--- src/rtl/hma_params.svh ---
// Register offsets, control fields and reset values of the multiply unit
`ifndef HMA_PARAMS_SVH
`define HMA_PARAMS_SVH

// Byte offsets of the word registers
`define HMA_OFF_CTRL 6'h00
`define HMA_OFF_OPA 6'h04
`define HMA_OFF_OPB 6'h08
`define HMA_OFF_ACC0 6'h0C
`define HMA_OFF_ACC1 6'h10
`define HMA_OFF_ACC2 6'h14
`define HMA_OFF_STAT 6'h18
`define HMA_OFF_MASK 6'h1C

// Fields of the 8-bit multiplier_control register
`define HMA_CTL_SIGNED 0
`define HMA_CTL_MAC 1
`define HMA_CTL_SUB 2
`define HMA_CTL_ONEOP 3
`define HMA_CTL_SQUARE 4
`define HMA_CTL_CLEAR 5
`define HMA_CTL_ACCWR 6
`define HMA_CTL_OVF 7

// Event bits of the status and mask registers
`define HMA_EV_DONE 0
`define HMA_EV_OVF 1
`define HMA_EV_W 2

// Reset values
`define HMA_CTRL_RST 8'h00
`define HMA_DATA_RST 16'h0000
`define HMA_ACC_RST 48'h000000000000
`define HMA_MASK_RST 2'h0

`endif

--- src/rtl/hma_pkg.sv ---
// Types shared by the multiply unit files
package hma_pkg;

    // Operation decoded from the control register, one-hot
    typedef enum logic [3:0] {
        HMA_OP_MUL = 4'b0001,
        HMA_OP_MAC = 4'b0010,
        HMA_OP_SUB = 4'b0100,
        HMA_OP_NEG = 4'b1000
    } hma_op_t;

    // Accumulator width and operand width
    typedef logic [47:0] hma_acc_t;
    typedef logic [15:0] hma_word_t;

endpackage : hma_pkg

--- src/rtl/hma_mul.sv ---
// Combinational 16x16 signed or unsigned multiplier core
`timescale 1ns/1ps
module hma_mul (
    input wire logic [15:0] a_i,
    input wire logic [15:0] b_i,
    input wire logic signed_i,
    output logic [32:0] prod_o
);
    logic signed [16:0] a_ext;
    logic signed [16:0] b_ext;
    logic signed [33:0] full;

    // Extend each operand by one bit so both kinds share a signed product
    always_comb begin
        a_ext = {signed_i & a_i[15], a_i};
        b_ext = {signed_i & b_i[15], b_i};
        full = a_ext * b_ext;
        prod_o = full[32:0];
    end
endmodule : hma_mul

--- src/rtl/hma_irq.sv ---
// Sticky event flags with write-one-to-clear, mask and interrupt line
`timescale 1ns/1ps
module hma_irq #(
    parameter int W = 2
) (
    input wire logic clk_sys_i,
    input wire logic rst_i,
    input wire logic [W-1:0] set_i,
    input wire logic stat_we_i,
    input wire logic mask_we_i,
    input wire logic [W-1:0] wdata_i,
    output logic [W-1:0] stat_o,
    output logic [W-1:0] mask_o,
    output logic irq_o
);
    logic [W-1:0] stat_r;
    logic [W-1:0] stat_nxt;
    logic [W-1:0] mask_r;
    logic [W-1:0] mask_nxt;

    // Set beats a clear that lands in the same cycle
    always_comb begin
        stat_nxt = stat_r;
        if (stat_we_i) begin
            stat_nxt = stat_r & ~wdata_i;
        end
        stat_nxt = stat_nxt | set_i;
        mask_nxt = mask_we_i ? wdata_i : mask_r;
    end

    // Flag and mask registers
    always_ff @(posedge clk_sys_i) begin
        if (rst_i) begin
            stat_r <= '0;
            mask_r <= '0;
        end else begin
            stat_r <= stat_nxt;
            mask_r <= mask_nxt;
        end
    end

    assign stat_o = stat_r;
    assign mask_o = mask_r;
    assign irq_o = |(stat_r & mask_r);
endmodule : hma_irq

--- src/rtl/hma_top.sv ---
// Hardware multiply-accumulate unit with AHB-Lite register access
//
// The placing of the registers and register access over AHB-Lite were chosen for this implementation.
`timescale 1ns/1ps
`include "hma_params.svh"
module hma_top (
    input wire logic clk_sys_i,
    input wire logic rst_i,
    input wire logic hsel_i,
    input wire logic [31:0] haddr_i,
    input wire logic [1:0] htrans_i,
    input wire logic hwrite_i,
    input wire logic [2:0] hsize_i,
    input wire logic [31:0] hwdata_i,
    input wire logic hready_i,
    output logic [31:0] hrdata_o,
    output logic hreadyout_o,
    output logic hresp_o,
    output logic irq_o
);
    // Bus address-phase capture
    logic wr_pend_r;
    logic wr_pend_nxt;
    logic [5:0] wr_addr_r;
    logic [5:0] wr_addr_nxt;
    logic [31:0] hrdata_r;
    logic [31:0] hrdata_nxt;
    logic addr_take;

    // Programmer-visible state and the operand load flags
    logic [7:0] ctrl_r;
    logic [7:0] ctrl_nxt;
    hma_pkg::hma_word_t opa_r;
    hma_pkg::hma_word_t opa_nxt;
    hma_pkg::hma_word_t opb_r;
    hma_pkg::hma_word_t opb_nxt;
    hma_pkg::hma_acc_t acc_r;
    hma_pkg::hma_acc_t acc_nxt;
    logic a_ld_r;
    logic a_ld_nxt;
    logic b_ld_r;
    logic b_ld_nxt;

    // Datapath signals
    hma_pkg::hma_op_t op;
    logic sgn;
    logic start;
    logic ovf_ev;
    logic wr_ctrl;
    logic wr_opa;
    logic wr_opb;
    logic wr_stat;
    logic wr_mask;
    logic [15:0] mul_a;
    logic [15:0] mul_b;
    logic [32:0] prod;
    logic [48:0] prod_x;
    logic [48:0] acc_x;
    logic [48:0] res_x;
    logic [1:0] stat;
    logic [1:0] mask;
    logic [1:0] ev_set;
    logic [1:0] stat_view;
    logic wr_acc0;
    logic wr_acc1;
    logic wr_acc2;
    logic sq_mode;
    logic one_op;
    logic clr_req;

    // Address phase taken when selected, active and bus ready
    assign addr_take = hsel_i & htrans_i[1] & hready_i;

    // Latch a write for its data phase
    always_comb begin
        wr_pend_nxt = addr_take & hwrite_i;
        wr_addr_nxt = addr_take ? haddr_i[5:0] : wr_addr_r;
    end

    // Bus capture registers
    always_ff @(posedge clk_sys_i) begin
        if (rst_i) begin
            wr_pend_r <= 1'b0;
            wr_addr_r <= 6'h00;
        end else begin
            wr_pend_r <= wr_pend_nxt;
            wr_addr_r <= wr_addr_nxt;
        end
    end

    // Write strobes in the data phase
    always_comb begin
        wr_ctrl = wr_pend_r && (wr_addr_r == `HMA_OFF_CTRL);
        wr_opa = wr_pend_r && (wr_addr_r == `HMA_OFF_OPA);
        wr_opb = wr_pend_r && (wr_addr_r == `HMA_OFF_OPB);
        wr_stat = wr_pend_r && (wr_addr_r == `HMA_OFF_STAT);
        wr_mask = wr_pend_r && (wr_addr_r == `HMA_OFF_MASK);
        wr_acc0 = wr_pend_r && (wr_addr_r == `HMA_OFF_ACC0);
        wr_acc1 = wr_pend_r && (wr_addr_r == `HMA_OFF_ACC1);
        wr_acc2 = wr_pend_r && (wr_addr_r == `HMA_OFF_ACC2);
    end

    // Operand modes and the clear request, named once
    always_comb begin
        sq_mode = ctrl_r[`HMA_CTL_SQUARE];
        one_op = ctrl_r[`HMA_CTL_ONEOP];
        clr_req = wr_ctrl && hwdata_i[`HMA_CTL_CLEAR];
    end

    // Decode the operation from the control bits
    always_comb begin
        sgn = ctrl_r[`HMA_CTL_SIGNED];
        op = hma_pkg::HMA_OP_MUL;
        if (ctrl_r[`HMA_CTL_MAC] && ctrl_r[`HMA_CTL_SUB]) begin
            // Both set: negate when signed, plain multiply otherwise
            op = sgn ? hma_pkg::HMA_OP_NEG : hma_pkg::HMA_OP_MUL;
        end else if (ctrl_r[`HMA_CTL_MAC]) begin
            op = hma_pkg::HMA_OP_MAC;
        end else if (ctrl_r[`HMA_CTL_SUB]) begin
            op = hma_pkg::HMA_OP_SUB;
        end
    end

    // Operand loading and automatic start
    always_comb begin
        opa_nxt = opa_r;
        opb_nxt = opb_r;
        a_ld_nxt = a_ld_r;
        b_ld_nxt = b_ld_r;
        start = 1'b0;
        if (wr_opa) begin
            opa_nxt = hwdata_i[15:0];
            a_ld_nxt = 1'b1;
            // Square starts on the single operand; else wait for B
            if (sq_mode || (!one_op && b_ld_r)) begin
                start = 1'b1;
            end
        end
        if (wr_opb) begin
            opb_nxt = hwdata_i[15:0];
            b_ld_nxt = 1'b1;
            // One-operand mode reuses the held A value
            if (!sq_mode && (one_op || a_ld_r)) begin
                start = 1'b1;
            end
        end
        if (start) begin
            a_ld_nxt = 1'b0;
            b_ld_nxt = 1'b0;
        end
        if (clr_req) begin
            opa_nxt = `HMA_DATA_RST;
            opb_nxt = `HMA_DATA_RST;
            a_ld_nxt = 1'b0;
            b_ld_nxt = 1'b0;
        end
    end

    // Multiplier inputs follow the value being written this cycle
    always_comb begin
        mul_a = opa_nxt;
        mul_b = sq_mode ? opa_nxt : opb_nxt;
    end

    // Single-cycle product
    hma_mul u_mul (
        .a_i(mul_a),
        .b_i(mul_b),
        .signed_i(sgn),
        .prod_o(prod)
    );

    // 49-bit arithmetic so overflow of the 48-bit sum is visible
    always_comb begin
        prod_x = {{16{prod[32]}}, prod};
        acc_x = {sgn & acc_r[47], acc_r};
        unique case (op)
            hma_pkg::HMA_OP_MAC: res_x = acc_x + prod_x;
            hma_pkg::HMA_OP_SUB: res_x = acc_x - prod_x;
            hma_pkg::HMA_OP_NEG: res_x = 49'h0 - prod_x;
            default: res_x = prod_x;
        endcase
    end

    // Overflow only for accumulate and subtract results
    always_comb begin
        ovf_ev = 1'b0;
        if (start && (op == hma_pkg::HMA_OP_MAC ||
                      op == hma_pkg::HMA_OP_SUB)) begin
            // Signed: sign bits disagree; unsigned: carry or borrow out
            ovf_ev = sgn ? (res_x[48] ^ res_x[47]) : res_x[48];
        end
    end

    // Accumulator update: result wins, then software word writes
    always_comb begin
        acc_nxt = acc_r;
        if (start) begin
            acc_nxt = res_x[47:0];
        end else if (ctrl_r[`HMA_CTL_ACCWR]) begin
            if (wr_acc0) begin
                acc_nxt[15:0] = hwdata_i[15:0];
            end
            if (wr_acc1) begin
                acc_nxt[31:16] = hwdata_i[15:0];
            end
            if (wr_acc2) begin
                acc_nxt[47:32] = hwdata_i[15:0];
            end
        end
        if (clr_req) begin
            acc_nxt = `HMA_ACC_RST;
        end
    end

    // Control register; clear bit self-clears, overflow is sticky
    always_comb begin
        ctrl_nxt = ctrl_r;
        if (wr_ctrl) begin
            ctrl_nxt[6:0] = hwdata_i[6:0];
            ctrl_nxt[`HMA_CTL_CLEAR] = 1'b0;
            // Writing zero clears overflow; writing one leaves it
            ctrl_nxt[`HMA_CTL_OVF] = ctrl_r[`HMA_CTL_OVF] &
                                     hwdata_i[`HMA_CTL_OVF];
        end
        if (ovf_ev) begin
            ctrl_nxt[`HMA_CTL_OVF] = 1'b1;
        end
    end

    // Control register
    always_ff @(posedge clk_sys_i) begin
        if (rst_i) begin
            ctrl_r <= `HMA_CTRL_RST;
        end else begin
            ctrl_r <= ctrl_nxt;
        end
    end

    // Operand registers and their load flags
    always_ff @(posedge clk_sys_i) begin
        if (rst_i) begin
            opa_r <= `HMA_DATA_RST;
            opb_r <= `HMA_DATA_RST;
            a_ld_r <= 1'b0;
            b_ld_r <= 1'b0;
        end else begin
            opa_r <= opa_nxt;
            opb_r <= opb_nxt;
            a_ld_r <= a_ld_nxt;
            b_ld_r <= b_ld_nxt;
        end
    end

    // Accumulator register
    always_ff @(posedge clk_sys_i) begin
        if (rst_i) begin
            acc_r <= `HMA_ACC_RST;
        end else begin
            acc_r <= acc_nxt;
        end
    end

    // Completion and overflow events
    always_comb begin
        ev_set = 2'h0;
        ev_set[`HMA_EV_DONE] = start;
        ev_set[`HMA_EV_OVF] = ovf_ev;
    end

    // Sticky status, mask and interrupt line
    hma_irq #(
        .W(`HMA_EV_W)
    ) u_irq (
        .clk_sys_i(clk_sys_i),
        .rst_i(rst_i),
        .set_i(ev_set),
        .stat_we_i(wr_stat),
        .mask_we_i(wr_mask),
        .wdata_i(hwdata_i[1:0]),
        .stat_o(stat),
        .mask_o(mask),
        .irq_o(irq_o)
    );

    // Status as it stands after this cycle; a set beats a clear
    always_comb begin
        stat_view = stat;
        if (wr_stat) begin
            stat_view = stat & ~hwdata_i[1:0];
        end
        stat_view = stat_view | ev_set;
    end

    // Read mux from next values so a write is seen by the next read
    always_comb begin
        hrdata_nxt = hrdata_r;
        if (addr_take && !hwrite_i) begin
            unique case (haddr_i[5:0])
                `HMA_OFF_CTRL: hrdata_nxt = {24'h000000, ctrl_nxt};
                `HMA_OFF_OPA: hrdata_nxt = {16'h0000, opa_nxt};
                `HMA_OFF_OPB: hrdata_nxt = {16'h0000, opb_nxt};
                `HMA_OFF_ACC0: hrdata_nxt = {16'h0000, acc_nxt[15:0]};
                `HMA_OFF_ACC1: hrdata_nxt = {16'h0000, acc_nxt[31:16]};
                `HMA_OFF_ACC2: hrdata_nxt = {16'h0000, acc_nxt[47:32]};
                `HMA_OFF_STAT: hrdata_nxt = {30'h0, stat_view};
                `HMA_OFF_MASK: hrdata_nxt = {30'h0,
                                             wr_mask ? hwdata_i[1:0] : mask};
                default: hrdata_nxt = 32'h00000000;
            endcase
        end
    end

    // Read data register
    always_ff @(posedge clk_sys_i) begin
        if (rst_i) begin
            hrdata_r <= 32'h00000000;
        end else begin
            hrdata_r <= hrdata_nxt;
        end
    end

    // Zero-wait slave, always OKAY
    assign hrdata_o = hrdata_r;
    assign hreadyout_o = 1'b1;
    assign hresp_o = 1'b0;

    // Size is always a word here
    logic unused_size;
    assign unused_size = ^hsize_i;
endmodule : hma_top

--- config.mk ---
export PLATFORM = sky130hd
export DESIGN_NAME = hma_top
export DESIGN_NICKNAME = d
export VERILOG_FILES = /design/src/rtl/hma_pkg.sv /design/src/rtl/hma_mul.sv /design/src/rtl/hma_irq.sv /design/src/rtl/hma_top.sv
export VERILOG_INCLUDE_DIRS = /design/src /design/src/rtl
export SDC_FILE = /design/constraint.sdc
export NUM_CORES = 1
export LEC_CHECK = 0
export BUFFER_PORTS_ARGS = -buffer_cell sky130_fd_sc_hd__buf_2
export CORE_UTILIZATION = 55
export CTS_CLUSTER_DIAMETER = 40
export CTS_CLUSTER_SIZE = 20
export DETAILED_ROUTE_END_ITERATION = 8
export PLACE_DENSITY = 0.71
export SETUP_SLACK_MARGIN = 0.4
export SLEW_MARGIN = 10
export SYNTH_ARGS = -nofsm -noshare
export SYNTH_HDL_FRONTEND = slang
export SYNTH_SLANG_ARGS = --single-unit
--- constraint.sdc ---
create_clock -name clk_sys_i -period 40 [get_ports clk_sys_i]
set_input_delay 4 -clock clk_sys_i [delete_from_list [all_inputs] [get_ports clk_sys_i]]
set_output_delay 4 -clock clk_sys_i [all_outputs]
set_load 0.02 [all_outputs]
==> impl_metrics.env <==
export IMPL_setup_tns_ns=0
export IMPL_fillerInstances=3590
export IMPL_min_to="hrdata_o[0]$_SDFFE_PP0P_"
export IMPL_die_x_um=201
export IMPL_cts_tree="built"
export IMPL_area_growth_synth_to_final_pct=4.60
export IMPL_crit_family="simple AND/OR/NAND/NOR gates"
export IMPL_tightest_slew_ns=1.27
export IMPL_place_ws_ns=21.87
export IMPL_clock_sinks=117
export IMPL_cts_path_max_buffers=2
export IMPL_drv_cap=0
export IMPL_die_area_mm2=0.0404
export IMPL_clkLatencyLatePin_ns=0.43
export IMPL_num_vias=19694
export IMPL_drt_wl_total_um=70900
export IMPL_holdWs_ns=0.464
export IMPL_cp_arrival_ns=18.50
export IMPL_fp_row_count=72
export IMPL_drc=0
export IMPL_crit_buf_inv=7
export IMPL_dp_hpwl_um=56400
export IMPL_synth_commonest_cells="nor2_1 (373), inv_1 (332), fa_1 (291)"
export IMPL_setup_viol=0
export IMPL_cp_slowest_stage_delay_ns=0.74
export IMPL_drive_gt1_share_pct=7.68
export IMPL_holdBufCountCts=0
export IMPL_cts_post_setup_buffers_inserted=0
export IMPL_drtAntennaViolNets=0
export IMPL_grt_max_degree=83
export IMPL_synth_warnings=0
export IMPL_fin_nets=3157
export IMPL_fmax_ghz=0.0551
export IMPL_cp_slowest_cell="a21oi_1"
export IMPL_r2r_cells=46
export IMPL_grt_antenna_before_repair=2
export IMPL_rsz0062_at_grt="no"
export IMPL_vdd_ir_drop_max_mv=0.0280
export IMPL_grt_pass1_vias=19772
export IMPL_stdcell_count=3188
export IMPL_gr_total_overflow=0
export IMPL_leakage_nw=10.9
export IMPL_hold_path_startpoint="hrdata_o[0]$_SDFFE_PP0P_"
export IMPL_worstPathMaxFanout=55
export IMPL_ys_types=104
export IMPL_synth_seq_cells=117
export IMPL_grt_pass1_wl_um=112000
export IMPL_synthTopCellsByArea="fa_1 (27%), dfxtp_1 (11%), ha_1 (7.8%)"
export IMPL_cp_common_cell="fa_1"
export IMPL_cp_num_cells=44
export IMPL_drt_first_pass_iters=7
export IMPL_end_kind="flop"
export IMPL_cts_root_buf="clkbuf_16"
export IMPL_gp_congestion=1.00
export IMPL_first_iter_violations=2252
export IMPL_num_io_pins=109
export IMPL_fin_ws_ns=21.84
export IMPL_min_delay_path_depth=2
export IMPL_r2r_end="hrdata_o[1]$_SDFFE_PP0P_"
export IMPL_synth_most_common_cell="nor2_1"
export IMPL_r2r_start="wr_addr_r[5]$_SDFFE_PP0P_"
export IMPL_placed_cells=3155
export IMPL_synth_area_leader_cell="fa_1"
export IMPL_startpoint_type="input pin"
export IMPL_power_per_cell_area_mw_per_mm2=12.9
export IMPL_synth_seq_area_share_pct=10.8
export IMPL_wl_per_cell_um=22.2
export IMPL_min_delay_path_class="flop to flop"
export IMPL_cts_reportedPaths_clkPinSlew_ns=0.06
export IMPL_syn_cell_area_mm2=0.0218
export IMPL_coreArea_mm2=0.0388
export IMPL_synth_enable_flop_cells=0
export IMPL_syn_inst=2710
export IMPL_status="complete, no violations"
export IMPL_finalPower_uw=295
export IMPL_dieHeight_um=201
export IMPL_synth_top_area_share_pct=26.8
export IMPL_start_util_pct=56.1
export IMPL_rrSetupSlack_ns=24.36
export IMPL_cts_max_level=4
export IMPL_cp_required_ns=40.34
export IMPL_period_minus_slack_ns=18.16
export IMPL_min_period_over_period_pct=45.4
export IMPL_worstSetupPathType="input pin to flop"
export IMPL_finalClockSkew_ns=0.00950
export IMPL_cts_made_buffers=17
export IMPL_postSynthAreaPerCell_um2=8.03
export IMPL_synthFlopType="dfxtp_1"
export IMPL_drv_slew=0
export IMPL_avgViaCountPerCell=6.18
export IMPL_max_slew_margin_pct=14.6
export IMPL_hold_viol_final=0
export IMPL_cts_resized=0
export IMPL_io_buffers=44
export IMPL_ys_async_sr_fraction_pct=0
export IMPL_grtUsageTotal_pct=35.6
[cells by family (layout without fill, tap and decap cells)]
group	after synthesis	in the layout	share of synthesized area, %
flip-flops	117	117	10.8
other	2	19	0.0345
XOR/XNOR	105	105	4.36
multiplexers	104	104	4.94
AO/OA/AOI/OAI	553	553	17.4
adder cells (fa/ha/maj)	427	427	34.6
buffers and inverters	508	451	9.67
AND/OR/NAND/NOR	894	894	18.2
[cell type report]
cell class / instances / area [um2] / share of cell area (%)
Multi-Input combinational cell: 2101 / 17400 / 76.5
Sequential cell: 117 / 2340 / 10.3
Inverter: 334 / 1250 / 5.51
Tap cell: 518 / 648 / 2.85
Timing Repair Buffer: 85 / 528 / 2.32
Clock buffer: 17 / 425 / 1.87
Clock inverter: 15 / 148 / 0.648
Antenna cell: 1 / 2.50 / 0.0110
[state kept, by name (all words and copies together) (netlist names), 2 cells and up]
name,cells
acc_r,48
hrdata_o,16
opa_r,16
opb_r,16
ctrl_r,8
wr_addr_r,6
u_irq.mask_o,2
u_irq.stat_o,2
[power by group]
group / switching [mW] / leakage [nW] / internal, mW
Sequential: 0.000536 / 0.942 / 0.117
Combinational: 0.0193 / 9.72 / 0.00730
Clock: 0.0640 / 0.273 / 0.0868
Total: 0.0838 / 10.9 / 0.211
[how the worst max path moves through the flow]
stage           startpoint                        to  slack [ns]
6_report       hwdata_i[5]  hrdata_o[1]$_SDFFE_PP0P_       21.84
5_1_grt        hwdata_i[5]  hrdata_o[1]$_SDFFE_PP0P_       21.36
4_1_cts        hwdata_i[5]  hrdata_o[1]$_SDFFE_PP0P_       22.23
3_5_place_dp   hwdata_i[5]  hrdata_o[1]$_SDFFE_PP0P_       21.87
3_3_place_gp   hwdata_i[5]  hrdata_o[1]$_SDFFE_PP0P_       22.04
2_1_floorplan  hwdata_i[5]  hrdata_o[1]$_SDFFE_PP0P_       24.31
[per-layer routing]
| metal | global-route usage [%] | up-vias | share of wire, % | wire [um] |
|---|---|---|---|---|
| met2 | 57.2 | 961 | 45 | 31900 |
| li1 | - | 8908 | - | - |
| met1 | 47.6 | 9612 | 41 | 29200 |
| met3 | 4.92 | 211 | 8.5 | 6020 |
| met5 | 0 | - | 0.018 | 13 |
| met4 | 16.5 | 2 | 5.3 | 3790 |
[stage by stage]
step	cell area, um2	utilization (%)
floorplan	21800	-
global placement	22200	57.2
detailed placement	22200	57.2
CTS	22800	58.6
global route	22800	58.6
finish	22800	58.6
[worst min-delay path, cell delays in order, from the launching register on]
cell	delay [ns]
dfxtp_1	0.32
nand2_1	0.04
o21ai_0	0.07
[placed cells by master, fill, tap and decap left out, drive strengths merged, types with 16 or more instances in the layout]
master / n
and2: 18
nor3: 47
o21a: 20
o211ai: 16
conb: 18
buf: 85
nand4: 19
a21o: 48
inv: 338
a211oi: 29
ha: 136
a2111oi: 18
mux2i: 89
nor2: 373
clkbuf: 17
a221oi: 17
nand3: 34
o22ai: 16
xnor2: 66
fa: 291
o21ai: 90
xor2: 38
a21oi: 153
or2: 29
nand2: 279
dfxtp: 117
nor2b: 22
Power figures use the tool's default switching activity.
